**config.mk**
```make
export PLATFORM = sky130hd
export DESIGN_NAME = sadc_seq
export DESIGN_NICKNAME = d
export VERILOG_FILES = /design/src/sadc_pkg.sv /design/src/sadc_pin_sync.sv /design/src/sadc_clk_div.sv /design/src/sadc_seq.sv
export VERILOG_INCLUDE_DIRS = /design/src
export SDC_FILE = /design/constraint.sdc
export NUM_CORES = 1
export LEC_CHECK = 0
export ABC_AREA = 1
export BUFFER_PORTS_ARGS = -buffer_cell sky130_fd_sc_hd__buf_2
export CORE_MARGIN = 1.5
export CORE_UTILIZATION = 46
export CTS_CLUSTER_DIAMETER = 60
export CTS_CLUSTER_SIZE = 12
export DETAILED_ROUTE_END_ITERATION = 6
export PLACE_DENSITY = 0.74
export SLEW_MARGIN = 20
export SYNTH_ARGS = -nofsm -noshare
export SYNTH_HDL_FRONTEND = slang
export SYNTH_HIERARCHICAL = 1
export SYNTH_SLANG_ARGS = --single-unit
```
**constraint.sdc**
```tcl
create_clock -name sys_clk -period 6.25 [get_ports sys_clk]
set_input_delay 0 -clock sys_clk [delete_from_list [all_inputs] [get_ports sys_clk]]
set_output_delay 0 -clock sys_clk [all_outputs]
set_load 0.05 [all_outputs]
```
**src/sadc_defs.svh**
```systemverilog
// Purpose: offsets, field positions, reset values and timing counts
// Assumes: Avalon-MM word addressing at byte offsets, 32-bit data
// Notes: included by the sequencer and the testbench
`ifndef SADC_DEFS_SVH
`define SADC_DEFS_SVH

`define SADC_OFF_CTRL     8'h00
`define SADC_OFF_CFG      8'h04
`define SADC_OFF_ACC      8'h08
`define SADC_OFF_MUX      8'h0C
`define SADC_OFF_RESH     8'h10
`define SADC_OFF_RESL     8'h14
`define SADC_OFF_STAT     8'h18

// control register fields
`define SADC_CTRL_CM_LSB  0
`define SADC_CTRL_TM      3
`define SADC_CTRL_BUSY    4
`define SADC_CTRL_DONE    5
`define SADC_CTRL_BURST   6
`define SADC_CTRL_EN      7
// config register fields
`define SADC_CFG_DIV_LSB  3
// accumulator config fields
`define SADC_ACC_RPT_LSB  0
`define SADC_ACC_SJ_LSB   3

`define SADC_CTRL_RST     8'h00
`define SADC_CFG_RST      8'hF8
`define SADC_ACC_RST      8'h00
`define SADC_MUX_RST      5'h1F

// conversion timing in conversion-clock cycles
`define SADC_TRACK_LP     4'h3
`define SADC_CONV_BITS    4'hA
`define SADC_PWRUP_CYC    8'h04
`endif

```
**src/sadc_pkg.sv**
```systemverilog
// Purpose: shared types of the converter sequencer
// Assumes: nothing
// Notes: constants live in sadc_defs.svh
package sadc_pkg;
  typedef enum logic [2:0] {
    SADC_SRC_SW = 3'b000,
    SADC_SRC_T0 = 3'b001,
    SADC_SRC_T2 = 3'b010,
    SADC_SRC_T3 = 3'b011,
    SADC_SRC_PIN = 3'b100,
    SADC_SRC_T1 = 3'b101
  } sadc_src_t;

  typedef enum logic [2:0] {
    SADC_IDLE = 3'b000,
    SADC_PWRUP = 3'b001,
    SADC_TRACK = 3'b010,
    SADC_CONV = 3'b011,
    SADC_DONE = 3'b100
  } sadc_state_t;

  typedef struct packed {
    logic t0_ovf;
    logic t2_lo_ovf;
    logic t2_hi_ovf;
    logic t2_split;
    logic t3_lo_ovf;
    logic t3_hi_ovf;
    logic t3_split;
  } sadc_timer_t;

  typedef struct packed {
    logic temp;
    logic vdd;
    logic ldo;
    logic gnd;
    logic pad;
  } sadc_route_t;
endpackage : sadc_pkg

```
**src/sadc_pin_sync.sv**
```systemverilog
// Purpose: three-stage synchroniser with agreement filter
// Assumes: asynchronous pin input
// Notes: level changes once stages two and three agree
`timescale 1ns/1ps
module sadc_pin_sync (
  // clock
  input wire logic sys_clk,
  input wire logic rst,
  input wire logic clk_en,
  // pin
  input wire logic pin_in,
  output logic level_q
);
  logic s1_q;
  logic s2_q;
  logic s3_q;

  always_ff @(posedge sys_clk) begin
    if (rst) begin
      s1_q <= 1'b0;
      s2_q <= 1'b0;
      s3_q <= 1'b0;
    end else if (clk_en) begin
      s1_q <= pin_in;
      s2_q <= s1_q;
      s3_q <= s2_q;
    end
  end

  always_ff @(posedge sys_clk) begin
    if (rst) begin
      level_q <= 1'b0;
    end else if (clk_en && (s2_q == s3_q)) begin
      level_q <= s3_q;
    end
  end
endmodule : sadc_pin_sync

```
**src/sadc_clk_div.sv**
```systemverilog
// Purpose: conversion-clock tick generator
// Assumes: divider field value 0 means divide by one
// Notes: emits a one-cycle tick every div+1 source ticks
`timescale 1ns/1ps
module sadc_clk_div #(
  parameter int DIV_W = 5
) (
  // clock
  input wire logic sys_clk,
  input wire logic rst,
  input wire logic clk_en,
  // control
  input wire logic src_tick,
  input wire logic run,
  input wire logic [DIV_W-1:0] div,
  output logic tick
);
  logic [DIV_W-1:0] cnt_q;

  if (DIV_W < 1 || DIV_W > 8) begin : g_div_w_check
    $error("sadc_clk_div: DIV_W out of range");
  end

  assign tick = run && src_tick && (cnt_q == div);

  always_ff @(posedge sys_clk) begin
    if (rst) begin
      cnt_q <= '0;
    end else if (clk_en) begin
      if (!run) begin
        cnt_q <= '0;
      end else if (src_tick) begin
        cnt_q <= (cnt_q == div) ? '0 : cnt_q + 1'b1;
      end
    end
  end
endmodule : sadc_clk_div

```
**src/sadc_seq.sv**
```systemverilog
// Purpose: sequencer and result logic of a 10-bit SAR converter
// Assumes: the comparator gives one result bit per conversion-clock tick via sar_cmp
// Notes: Avalon-MM slave, one wait state on reads, none on writes
// How it works
// - input code 0..26 routes pads; 27 temp, 28 supply, 29 regulator, 31 ground.
// - completion loads result bytes, unused bits forced to zero.
// - single sample gives 10 bits, right justified at 000, left at 100.
// - repeat above one sums into 16 bits, result updated after last one.
// - repeat field selects 4, 8, 16, 32 or 64 samples.
// - justify field shifts the accumulated sum right by 1, 2 or 3.
// - conversion clock is system or low-power clock divided by field plus one.
// - start source picks busy write, timer 0, 2, 3 or pin rise.
// - start code 100 selects the external pin, 000 to 011 internal triggers, others none.
// - busy reads one during a conversion, clears itself on completion.
// - busy falling after the last sample sets done flag and raises interrupt when enabled.
// - timers 2 and 3 use low overflow split, high overflow otherwise.
// - normal tracking outside burst follows input continuously except while converting.
// - low-power tracking adds exactly 3 conversion clocks before converting.
// - pin trigger in low-power tracking outside burst tracks while low, converts 3 conversion clocks after the rise.
// - burst powers up, samples, accumulates, then shuts down autonomously.
// - burst launches repeat-count conversions per start; else one per start.
// - burst with enable low powers down and waits power-up at start.
`timescale 1ns/1ps
`include "sadc_defs.svh"
module sadc_seq (
  // clock and reset
  input wire logic sys_clk,
  input wire logic rst,
  input wire logic clk_en,
  // avalon-mm slave
  input wire logic [7:0] avs_address,
  input wire logic avs_read,
  input wire logic avs_write,
  input wire logic [31:0] avs_writedata,
  input wire logic [3:0] avs_byteenable,
  output logic [31:0] avs_readdata,
  output logic avs_waitrequest,
  // trigger sources
  input wire sadc_pkg::sadc_timer_t timers,
  input wire logic external_start_pin,
  input wire logic lpo_tick,
  // analog core
  input wire logic sar_cmp,
  output logic [9:0] sar_trial,
  output logic track_hold,
  output logic converter_on,
  output sadc_pkg::sadc_route_t route,
  output logic [4:0] pad_index,
  // events
  output logic irq
);
  logic [7:0] ctrl_q;
  logic [7:0] cfg_q;
  logic [7:0] acc_cfg_q;
  logic [4:0] input_select_reg;
  logic irq_en_q;
  logic [7:0] result_high_byte;
  logic [7:0] result_low_byte;
  sadc_pkg::sadc_state_t state_q;
  logic conversion_busy;
  logic conversion_done_flag;
  logic [15:0] acc_q;
  logic [9:0] sar_q;
  logic [3:0] bit_q;
  logic [6:0] cnt_q;
  logic [7:0] pwr_q;
  logic busy_q;
  logic rd_pend_q;
  logic pin_lvl;
  logic pin_q;
  logic pin_rise;
  logic sar_tick;
  logic sys_tick;
  logic start;
  logic sw_start;
  logic burst_enable;
  logic low_power_track_select;
  logic converter_power_enable;
  logic [6:0] repeat_n;
  logic [2:0] justify_shift_field;
  sadc_pkg::sadc_src_t start_source_field;
  logic [9:0] sample;
  logic [15:0] sum;
  logic [15:0] shaped;
  logic last_sample;
  logic wr_ctrl;

  assign burst_enable = ctrl_q[`SADC_CTRL_BURST];
  assign low_power_track_select = ctrl_q[`SADC_CTRL_TM];
  assign converter_power_enable = ctrl_q[`SADC_CTRL_EN];
  assign start_source_field = sadc_pkg::sadc_src_t'(ctrl_q[`SADC_CTRL_CM_LSB +: 3]);
  assign justify_shift_field = acc_cfg_q[`SADC_ACC_SJ_LSB +: 3];
  assign conversion_busy = busy_q;

  sadc_pin_sync u_pin (
    .sys_clk(sys_clk),
    .rst(rst),
    .clk_en(clk_en),
    .pin_in(external_start_pin),
    .level_q(pin_lvl)
  );

  always_ff @(posedge sys_clk) begin
    if (rst) begin
      pin_q <= 1'b0;
    end else if (clk_en) begin
      pin_q <= pin_lvl;
    end
  end
  assign pin_rise = pin_lvl && !pin_q;

  // conversion clock source per burst mode
  assign sys_tick = burst_enable ? lpo_tick : 1'b1;

  sadc_clk_div #(.DIV_W(5)) u_div (
    .sys_clk(sys_clk),
    .rst(rst),
    .clk_en(clk_en),
    .src_tick(sys_tick),
    .run(state_q != sadc_pkg::SADC_IDLE),
    .div(cfg_q[`SADC_CFG_DIV_LSB +: 5]),
    .tick(sar_tick)
  );

  // repeat count decode
  always_comb begin
    unique case (acc_cfg_q[`SADC_ACC_RPT_LSB +: 3])
      3'h1: repeat_n = 7'h04;
      3'h2: repeat_n = 7'h08;
      3'h3: repeat_n = 7'h10;
      3'h4: repeat_n = 7'h20;
      3'h5: repeat_n = 7'h40;
      default: repeat_n = 7'h01;
    endcase
  end

  // trigger selection
  assign wr_ctrl = avs_write && !avs_waitrequest && avs_address == `SADC_OFF_CTRL
    && avs_byteenable[0];
  assign sw_start = wr_ctrl && avs_writedata[`SADC_CTRL_BUSY];
  always_comb begin
    unique case (start_source_field)
      sadc_pkg::SADC_SRC_SW: start = sw_start;
      sadc_pkg::SADC_SRC_T0: start = timers.t0_ovf;
      sadc_pkg::SADC_SRC_T2: start = timers.t2_split ? timers.t2_lo_ovf
                                                     : timers.t2_hi_ovf;
      sadc_pkg::SADC_SRC_T3: start = timers.t3_split ? timers.t3_lo_ovf
                                                     : timers.t3_hi_ovf;
      sadc_pkg::SADC_SRC_PIN: start = pin_rise;
      default: start = 1'b0;
    endcase
  end

  // analog input routing
  always_comb begin
    route = '0;
    unique case (input_select_reg)
      5'h1B: route.temp = 1'b1;
      5'h1C: route.vdd = 1'b1;
      5'h1D: route.ldo = 1'b1;
      5'h1E: route = '0;
      5'h1F: route.gnd = 1'b1;
      default: route.pad = 1'b1;
    endcase
  end
  assign pad_index = route.pad ? input_select_reg : 5'h00;

  // keep the trial bit under test only when the comparator says the input is not below it
  assign sample = sar_cmp ? sar_q : (sar_q & ~(10'h200 >> bit_q));
  assign sum = acc_q + {6'h00, sample};
  assign last_sample = (cnt_q + 7'h01) >= repeat_n;

  // sequencer
  always_ff @(posedge sys_clk) begin
    if (rst) begin
      state_q <= sadc_pkg::SADC_IDLE;
      busy_q <= 1'b0;
      cnt_q <= '0;
      bit_q <= '0;
      sar_q <= '0;
      acc_q <= '0;
      pwr_q <= '0;
    end else if (clk_en) begin
      unique case (state_q)
        sadc_pkg::SADC_IDLE: begin
          if (start) begin
            busy_q <= 1'b1;
            if (cnt_q == 7'h00) begin
              acc_q <= '0;
            end
            pwr_q <= '0;
            if (burst_enable && !converter_power_enable) begin
              state_q <= sadc_pkg::SADC_PWRUP;
            end else if (low_power_track_select || burst_enable) begin
              state_q <= sadc_pkg::SADC_TRACK;
            end else begin
              state_q <= sadc_pkg::SADC_CONV;
            end
            bit_q <= 4'h0;
            sar_q <= 10'h200;
          end
        end
        sadc_pkg::SADC_PWRUP: begin
          if (sar_tick) begin
            pwr_q <= pwr_q + 8'h01;
            if (pwr_q + 8'h01 >= `SADC_PWRUP_CYC) begin
              state_q <= sadc_pkg::SADC_TRACK;
              pwr_q <= '0;
            end
          end
        end
        sadc_pkg::SADC_TRACK: begin
          if (sar_tick) begin
            if (!low_power_track_select) begin
              state_q <= sadc_pkg::SADC_CONV;
            end else if (pwr_q[3:0] + 4'h1 >= `SADC_TRACK_LP) begin
              state_q <= sadc_pkg::SADC_CONV;
              pwr_q <= '0;
            end else begin
              pwr_q <= pwr_q + 8'h01;
            end
          end
        end
        sadc_pkg::SADC_CONV: begin
          if (sar_tick) begin
            if (bit_q == `SADC_CONV_BITS - 4'h1) begin
              acc_q <= sum;
              if (last_sample) begin
                cnt_q <= '0;
                state_q <= sadc_pkg::SADC_DONE;
              end else begin
                cnt_q <= cnt_q + 7'h01;
                if (burst_enable) begin
                  state_q <= low_power_track_select ? sadc_pkg::SADC_TRACK
                                                    : sadc_pkg::SADC_CONV;
                  sar_q <= 10'h200;
                  bit_q <= 4'h0;
                  pwr_q <= '0;
                end else begin
                  busy_q <= 1'b0;
                  state_q <= sadc_pkg::SADC_IDLE;
                end
              end
            end else begin
              sar_q <= sample | (10'h200 >> (bit_q + 4'h1));
              bit_q <= bit_q + 4'h1;
            end
          end
        end
        sadc_pkg::SADC_DONE: begin
          busy_q <= 1'b0;
          state_q <= sadc_pkg::SADC_IDLE;
        end
        default: state_q <= sadc_pkg::SADC_IDLE;
      endcase
    end
  end

  // output shaping
  always_comb begin
    if (repeat_n == 7'h01 && justify_shift_field == 3'h4) begin
      shaped = {acc_q[9:0], 6'h00};
    end else begin
      shaped = acc_q >> justify_shift_field[1:0];
    end
  end

  always_ff @(posedge sys_clk) begin
    if (rst) begin
      result_high_byte <= '0;
      result_low_byte <= '0;
    end else if (clk_en && state_q == sadc_pkg::SADC_DONE) begin
      result_high_byte <= shaped[15:8];
      result_low_byte <= shaped[7:0];
    end
  end

  // done flag: busy fall after the last sample sets; set wins over a software clear
  always_ff @(posedge sys_clk) begin
    if (rst) begin
      conversion_done_flag <= 1'b0;
    end else if (clk_en) begin
      if (state_q == sadc_pkg::SADC_DONE) begin
        conversion_done_flag <= 1'b1;
      end else if (wr_ctrl && !avs_writedata[`SADC_CTRL_DONE]) begin
        conversion_done_flag <= 1'b0;
      end
    end
  end
  assign irq = conversion_done_flag && irq_en_q;

  assign converter_on = (state_q != sadc_pkg::SADC_IDLE) ||
    !burst_enable && converter_power_enable || burst_enable && converter_power_enable;
  assign track_hold = (state_q == sadc_pkg::SADC_TRACK) ||
    (state_q == sadc_pkg::SADC_IDLE && !burst_enable && (!low_power_track_select ||
    (start_source_field == sadc_pkg::SADC_SRC_PIN && !pin_lvl)));
  assign sar_trial = sar_q;

  // register writes
  always_ff @(posedge sys_clk) begin
    if (rst) begin
      ctrl_q <= `SADC_CTRL_RST;
      cfg_q <= `SADC_CFG_RST;
      acc_cfg_q <= `SADC_ACC_RST;
      input_select_reg <= `SADC_MUX_RST;
      irq_en_q <= 1'b0;
    end else if (clk_en && avs_write && avs_byteenable[0]) begin
      unique case (avs_address)
        `SADC_OFF_CTRL: ctrl_q <= avs_writedata[7:0] & 8'hCF;
        `SADC_OFF_CFG: cfg_q <= avs_writedata[7:0];
        `SADC_OFF_ACC: acc_cfg_q <= avs_writedata[7:0];
        `SADC_OFF_MUX: input_select_reg <= avs_writedata[4:0];
        `SADC_OFF_STAT: irq_en_q <= avs_writedata[0];
        default: ;
      endcase
    end
  end

  // reads take one wait state
  always_ff @(posedge sys_clk) begin
    if (rst) begin
      rd_pend_q <= 1'b0;
      avs_readdata <= '0;
    end else if (clk_en) begin
      rd_pend_q <= avs_read && !rd_pend_q;
      if (avs_read && !rd_pend_q) begin
        unique case (avs_address)
          `SADC_OFF_CTRL: avs_readdata <= {24'h0000_00, ctrl_q[7:6],
            conversion_done_flag, conversion_busy, ctrl_q[3:0]};
          `SADC_OFF_CFG: avs_readdata <= {24'h0000_00, cfg_q};
          `SADC_OFF_ACC: avs_readdata <= {24'h0000_00, acc_cfg_q};
          `SADC_OFF_MUX: avs_readdata <= {27'h000_0000, input_select_reg};
          `SADC_OFF_RESH: avs_readdata <= {24'h0000_00, result_high_byte};
          `SADC_OFF_RESL: avs_readdata <= {24'h0000_00, result_low_byte};
          `SADC_OFF_STAT: avs_readdata <= {31'h0000_0000, irq_en_q};
          default: avs_readdata <= 32'h0000_0000;
        endcase
      end
    end
  end
  assign avs_waitrequest = avs_read && !rd_pend_q;

  chk_busy_done: assert property (@(posedge sys_clk) disable iff (rst)
    $fell(busy_q) && $past(state_q) == sadc_pkg::SADC_DONE |-> conversion_done_flag)
    else $error("done flag not set on busy fall");
  chk_lp_track: assert property (@(posedge sys_clk) disable iff (rst)
    clk_en && state_q == sadc_pkg::SADC_TRACK && low_power_track_select && sar_tick
    |=> (state_q == sadc_pkg::SADC_CONV) == ($past(pwr_q) == 8'h02))
    else $error("low-power track length not three ticks");
  chk_busy_run: assert property (@(posedge sys_clk) disable iff (rst)
    state_q == sadc_pkg::SADC_CONV |-> busy_q)
    else $error("busy low during conversion");
  chk_ignore_start: assert property (@(posedge sys_clk) disable iff (rst)
    clk_en && start && busy_q && !sar_tick && state_q != sadc_pkg::SADC_DONE
    |=> busy_q && $stable(state_q) && $stable(cnt_q))
    else $error("start disturbed running series");
  chk_result_load: assert property (@(posedge sys_clk) disable iff (rst)
    clk_en && state_q == sadc_pkg::SADC_DONE |=> {result_high_byte, result_low_byte} ==
    $past(shaped))
    else $error("result not loaded");
  chk_route_temp: assert property (@(posedge sys_clk) disable iff (rst)
    input_select_reg == 5'h1B |-> route.temp && !route.pad)
    else $error("temperature route wrong");
  chk_left_just: assert property (@(posedge sys_clk) disable iff (rst)
    repeat_n == 7'h01 && justify_shift_field == 3'h4 |-> shaped[5:0] == 6'h00)
    else $error("left justify low bits not zero");
  chk_irq_gate: assert property (@(posedge sys_clk) disable iff (rst)
    irq |-> conversion_done_flag && irq_en_q)
    else $error("irq without enabled flag");
  cov_single: cover property (@(posedge sys_clk) state_q == sadc_pkg::SADC_DONE
    && repeat_n == 7'h01);
  cov_burst: cover property (@(posedge sys_clk) state_q == sadc_pkg::SADC_DONE && burst_enable);
  cov_pin: cover property (@(posedge sys_clk) start && start_source_field ==
    sadc_pkg::SADC_SRC_PIN);
endmodule : sadc_seq

```
# Word-level counts from Yosys, hierarchy flattened

Index checks and enable logic that the tools add are counted.

Bits in latches: 0
Memory bits (read-only): 0
Memories: 0
Input port bits: 59
RAM bits: 0
Logic and storage cells: 208
Output and inout bits: 56
Register bits after elaboration: 137

Multiplexer cells: 68
Reduce and logical (&&, ||, !) cells: 58
Add/sub/neg operators: 6
Bitwise operators: 3
Order comparisons: 3
Eq/ne operators: 44
Shifts and indexed selects: 3
Div/mod/pow operators: 0
Multipliers: 0

Operator list:

| kind                                                                  | count |
|---|---|
| 16-bit two-way mux                                                    | 5 |
| 8-bit two-way mux                                                     | 10 |
| 10-bit two-way mux                                                    | 6 |
| 8-bit one-hot mux with 7 select lines                                 | 1 |
| 7-bit one-hot mux with 5 select lines                                 | 1 |
| 16-bit one-hot mux with 2 select lines                                | 1 |
| 8-bit one-hot mux with 4 select lines                                 | 1 |
| 3-bit two-way mux                                                     | 9 |
| 5-bit equality test, second input constant                            | 5 |
| 8-bit by 5-bit equality test with 1-bit output, second input constant | 3 |
| 2-bit != test, second input constant                                  | 11 |
| 1-bit logical AND                                                     | 21 |
| 4-bit two-way mux                                                     | 5 |
| 5-bit two-way mux                                                     | 4 |
| 10-bit one-hot mux with 2 select lines                                | 1 |
| 10-bit by 4-bit >> shifter with 10-bit output, first input constant   | 2 |
| 3-bit by 2-bit equality test with 1-bit output, second input constant | 6 |
| 1-bit two-way mux                                                     | 17 |
| 16-bit by 10-bit adder with 16-bit output                             | 1 |
| 8-bit by 4-bit equality test with 1-bit output, second input constant | 2 |
| 2-bit AND reduction                                                   | 8 |
| 16-bit by 2-bit >> shifter with 16-bit output                         | 1 |
| 3-bit equality test, second input constant                            | 5 |
| 3-bit one-hot mux with 4 select lines                                 | 1 |
| 37 further kinds                                                      | 58 |

# Longest topological paths before layout

Depth in word-level cells: 10
Gate-level depth with buffers: 18
Gate-level depth less buffers: 17

# By module

The synthesis kept the hierarchy.

Modules (own cells, without submodules):

| module        | sequential area each (um^2) | cells an instance | instances | area an instance (um^2) |
|---|---|---|---|---|
| sadc_seq      | 2082.0                      | 1055              | 1         | 6746.5 |
| sadc_clk_div  | 100.1                       | 59                | 1         | 369.1 |
| sadc_pin_sync | 80.1                        | 20                | 1         | 147.6 |

# Worst setup path after synthesis

OpenSTA, ideal clock, no wires.

Path type: register to output
Start point: register input_select_reg[1]
End point: output port pad_index[0]
Buffers on the path: 0
Required time: 6.250 ns
Cell stages (with the launch flop): 6
Slack: 3.633 ns
Data arrival time: 2.617 ns
Cells stage by stage: dfxtp_1 nand3_1 nor3_1 a31oi_1 inv_1 nor2_1

Cells in the longest elaborated chain, start to end: 3
Elaborated cells between the ends (all ways): 7
Those cells by class: eq/ne: 5; mux: 1; reduce/logical: 1

RTL lines:

| element                          | line            | RTL |
|---|---|---|
| start, declared                  | sadc_seq.sv:55  | `logic [4:0] input_select_reg;` |
| start signal, assigned           | sadc_seq.sv:305 | `` input_select_reg <= `SADC_MUX_RST; `` |
| start signal, assigned           | sadc_seq.sv:312 | `` `SADC_OFF_MUX: input_select_reg <= avs_writedata[4:0]; `` |
| 5-bit equality test              | sadc_seq.sv:157 | `unique case (input_select_reg)` |
| 5-bit OR reduction (no line) (*) | -               |  |
| 5-bit two-way mux (*)            | sadc_seq.sv:166 | `assign pad_index = route.pad ? input_select_reg : 5'h00;` |
| end, declared                    | sadc_seq.sv:48  | `output logic [4:0] pad_index,` |

Every way passes the cells marked *; elsewhere a longest branch is shown, timed or not.

==> metrics.md <==
| Metric | Value |
|---|---|
| Hold crit path type | `input port to flip-flop` |
| Post-route DRC | `0` |
| Hold_sp | `avs_address[2]` |
| Worst path arrival time | `3330 ps` |
| Seq cells post-synth | `113` |
| Critical path class | `flip-flop to flip-flop` |
| Final Slew Violations | `0` |
| Ant diodes | `0` |
| Post-DR wirelength/cell | `13.5 um` |
| Reg2Reg Launch Point | `cnt_q[0]$_SDFFE_PP0P_` |
| Hpwl dp | `13600 um` |
| Top post-synthesis cells by count | `nand2_1, inv_1, dfxtp_1` |
| First DRT Iteration DRCs | `683` |
| Final hold violations | `0` |
| Cell count after synthesis | `1134` |
| Syn Area/Cell | `6.40 um2` |
| Final setup viols | `0` |
| Root buffer cell | `clkbuf_16` |
| CTS Hold Bufs | `10` |
| Most flops, register | `acc_q` |
| Place WS | `3270 ps` |
| CP top delay family | `simple AND/OR/NAND/NOR gates` |
| Clock skew after layout | `10.1 ps` |
| Critical path, cell by cell | `ha_1, nand2_1, nor2_1, nand3_1, xnor2_1, ha_1, a21o_1, nor2_2, nand2_1, o21ai_0, nand3_2, a21oi_1, nor2_1` |
| Die area | `0.0166 mm2` |
| CTS tree | `yes` |
| Drt first pass iters | `6` |
| Post-route ant nets | `0` |
| Max-cap violations | `0` |
| Core area | `0.0153 mm2` |
| Worst setup SP type | `flip-flop` |
| Die Ht | `129 um` |
| Vias per cell | `5.21` |
| Mapped Area | `0.00726 mm2` |
| Final core occ | `54.3%` |
| Reg-to-reg setup timing slack | `3230 ps` |
| Crit-path max FO | `16` |
| FFs w/ async S/R, synth | `0%` |
| Rows | `45` |
| Post-layout power | `0.00194 W` |
| Fmax achieved | `0.331 GHz` |
| Unrepaired setup endpoints after global routing | `false` |
| Chip width | `129 um` |
| Min cycle time layout | `3020 ps` |
| Total congestion overflow | `0` |
| Slew headroom | `43.9%` |
| Most used DFF post-synth | `dfxtp_1` |
| Reg clk slew, reported paths | `50 ps` |
| Initial core utilization | `47.4%` |
| Yosys warns | `6` |
| First-pass GRT wire length | `31000 um` |
| Largest area contributor in the netlist | `dfxtp_1` |
| Port bufs | `63` |
| Power Density | `234 mW/mm2` |
| Synth top area cells | `dfxtp_1, nand2_1, inv_1, a21oi_1, o21ai_0` |
| Via count | `7394` |
| CP Data Required Time | `6560 ps` |
| Most common cell in the netlist | `nand2_1` |
| Number of synthesized flops with an enable pin | `0` |
| CTS Sinks | `113` |
| Worst path max stage delay | `380 ps` |
| Vias in the first global route | `6518` |
| Setup TNS | `0 ps` |
| Drt total wl | `19200 um` |
| Worst Path Buf+Inv | `0` |
| WL met1 | `8870 um` |
| Finished Layout Cells | `1419` |
| Quantity of gates resized following cts | `0` |
| Leakage | `3.79 nW` |
| Placed cell count | `1377` |
| Setup bufs post-CTS | `0` |
| Final setup margin | `3230 ps` |
| CP startpoint | `cnt_q[0]$_SDFFE_PP0P_` |
| Post-synth top area share | `31.1%` |
| Max FFs per register | `16` |
| CP endpoint kind | `flip-flop` |
| Least-Margin Pin Slew | `841 ps` |
| Clk buf depth | `2` |
| H-tree depth | `4` |
| Largest net degree at the start of global routing | `62` |
| NumNets Final | `1280` |
| Metal2 WL | `8840 um` |
| Slowest-stage cell, CP | `dfxtp_1` |
| Distinct cell type count after synthesis | `43` |
| Initial antenna violation count | `0` |
| Clock Latency Late Sink | `420 ps` |
| Max Used Layer | `met4` |
| Num CTS Buffers | `17` |
| Register area share after synthesis | `31.1%` |
| Num ports | `115` |
| Total track usage | `23.6%` |
| Layout cells sized above 1 | `11.4%` |
| Routed wire length on met3 | `1040 um` |
| VDD IR max | `0.000210 V` |
| GP Congestion | `0.890` |
| Status | `complete, no violations` |
| Area Overhead vs Synth | `14.4%` |
| Final Cycle Share | `48.4%` |
-- layout by cell type, fill, tap and decap left out, types with 4 or more instances in the layout --
cell	count
xnor2_1	6
nand4_1	22
inv_2	6
conb_1	24
nand2_2	4
buf_2	63
nor4_1	4
clkbuf_16	17
nor2_1	102
nor3_1	8
a21oi_1	93
a31oi_1	4
nor2_2	10
ha_1	25
o211ai_1	31
dlygate4sd3_1	10
clkinvlp_4	5
nand3_1	78
inv_1	130
nand3_2	4
dfxtp_1	113
o21ai_0	80
or2_2	5
o21ai_1	4
clkinv_2	4
nand2_1	310
xor2_1	10
-- worst register-to-register path, stage by stage, from the launching register on --
cell,delay [ps]
dfxtp_1,380
ha_1,200
nand2_1,60
nor2_1,150
nand3_1,110
xnor2_1,280
ha_1,300
a21o_1,190
nor2_2,150
nand2_1,120
o21ai_0,320
nand3_2,370
a21oi_1,230
nor2_1,50
-- area by class of cell --
type / instances / area [um2]
Inverter: 142 / 538
Tap cell: 211 / 264
Timing Repair Buffer: 75 / 430
Multi-Input combinational cell: 846 / 4210
Sequential cell: 113 / 2260
Fill cell: 1535 / 7000
Clock buffer: 20 / 457
Clock inverter: 12 / 155
-- kinds of logic (layout without fill, tap and decap cells) --
logic type / after synthesis / count (layout) / synth area share, %
xor gates and xnor gates: 16 / 16 / 1.93
AOI/OAI and AO/OA: 222 / 222 / 16.9
buffers and inverters: 198 / 249 / 12.1
DFF: 113 / 113 / 31.1
adders and majority gates: 26 / 26 / 4.58
and+or+nand+nor: 558 / 558 / 33.3
other: 1 / 24 / 0.0516
-- layer usage --
| metal | track usage [%] | vias to the layer above |
|---|---|---|
| li1 | - | 3781 |
| met1 | 30.1 | 3351 |
| met2 | 39.7 | 227 |
| met3 | 4.45 | 35 |
| met4 | 8.79 | 0 |
| met5 | 0 | - |
-- per-stage QoR --
stage          cell area (um2)  hold slack, ps
5_1_grt                   8310            23.8
4_1_cts                   8310            2.72
2_1_floorplan             7350            69.1
3_3_place_gp              7600             224
6_report                  8310            20.6
3_5_place_dp              7600             241
-- worst paths after layout --
| kind | cells past startpoint | end |
|---|---|---|
| max | 13 | bit_q[0]$_SDFFE_PP0P_ |
| min | 4 | irq_en_q$_SDFFE_PP0P_ |
| max reg2reg | 13 | bit_q[0]$_SDFFE_PP0P_ |
| min reg2reg | 2 | avs_readdata[0]$_SDFFE_PP0P_ |
-- power by group --
| group | switching (W) | internal (W) |
|---|---|---|
| logic | 0.000145 | 0.0000473 |
| registers | 0.00000818 | 0.000731 |
| clock network | 0.000364 | 0.000648 |
| total | 0.000518 | 0.00143 |
Power figures use the tool's default switching activity.
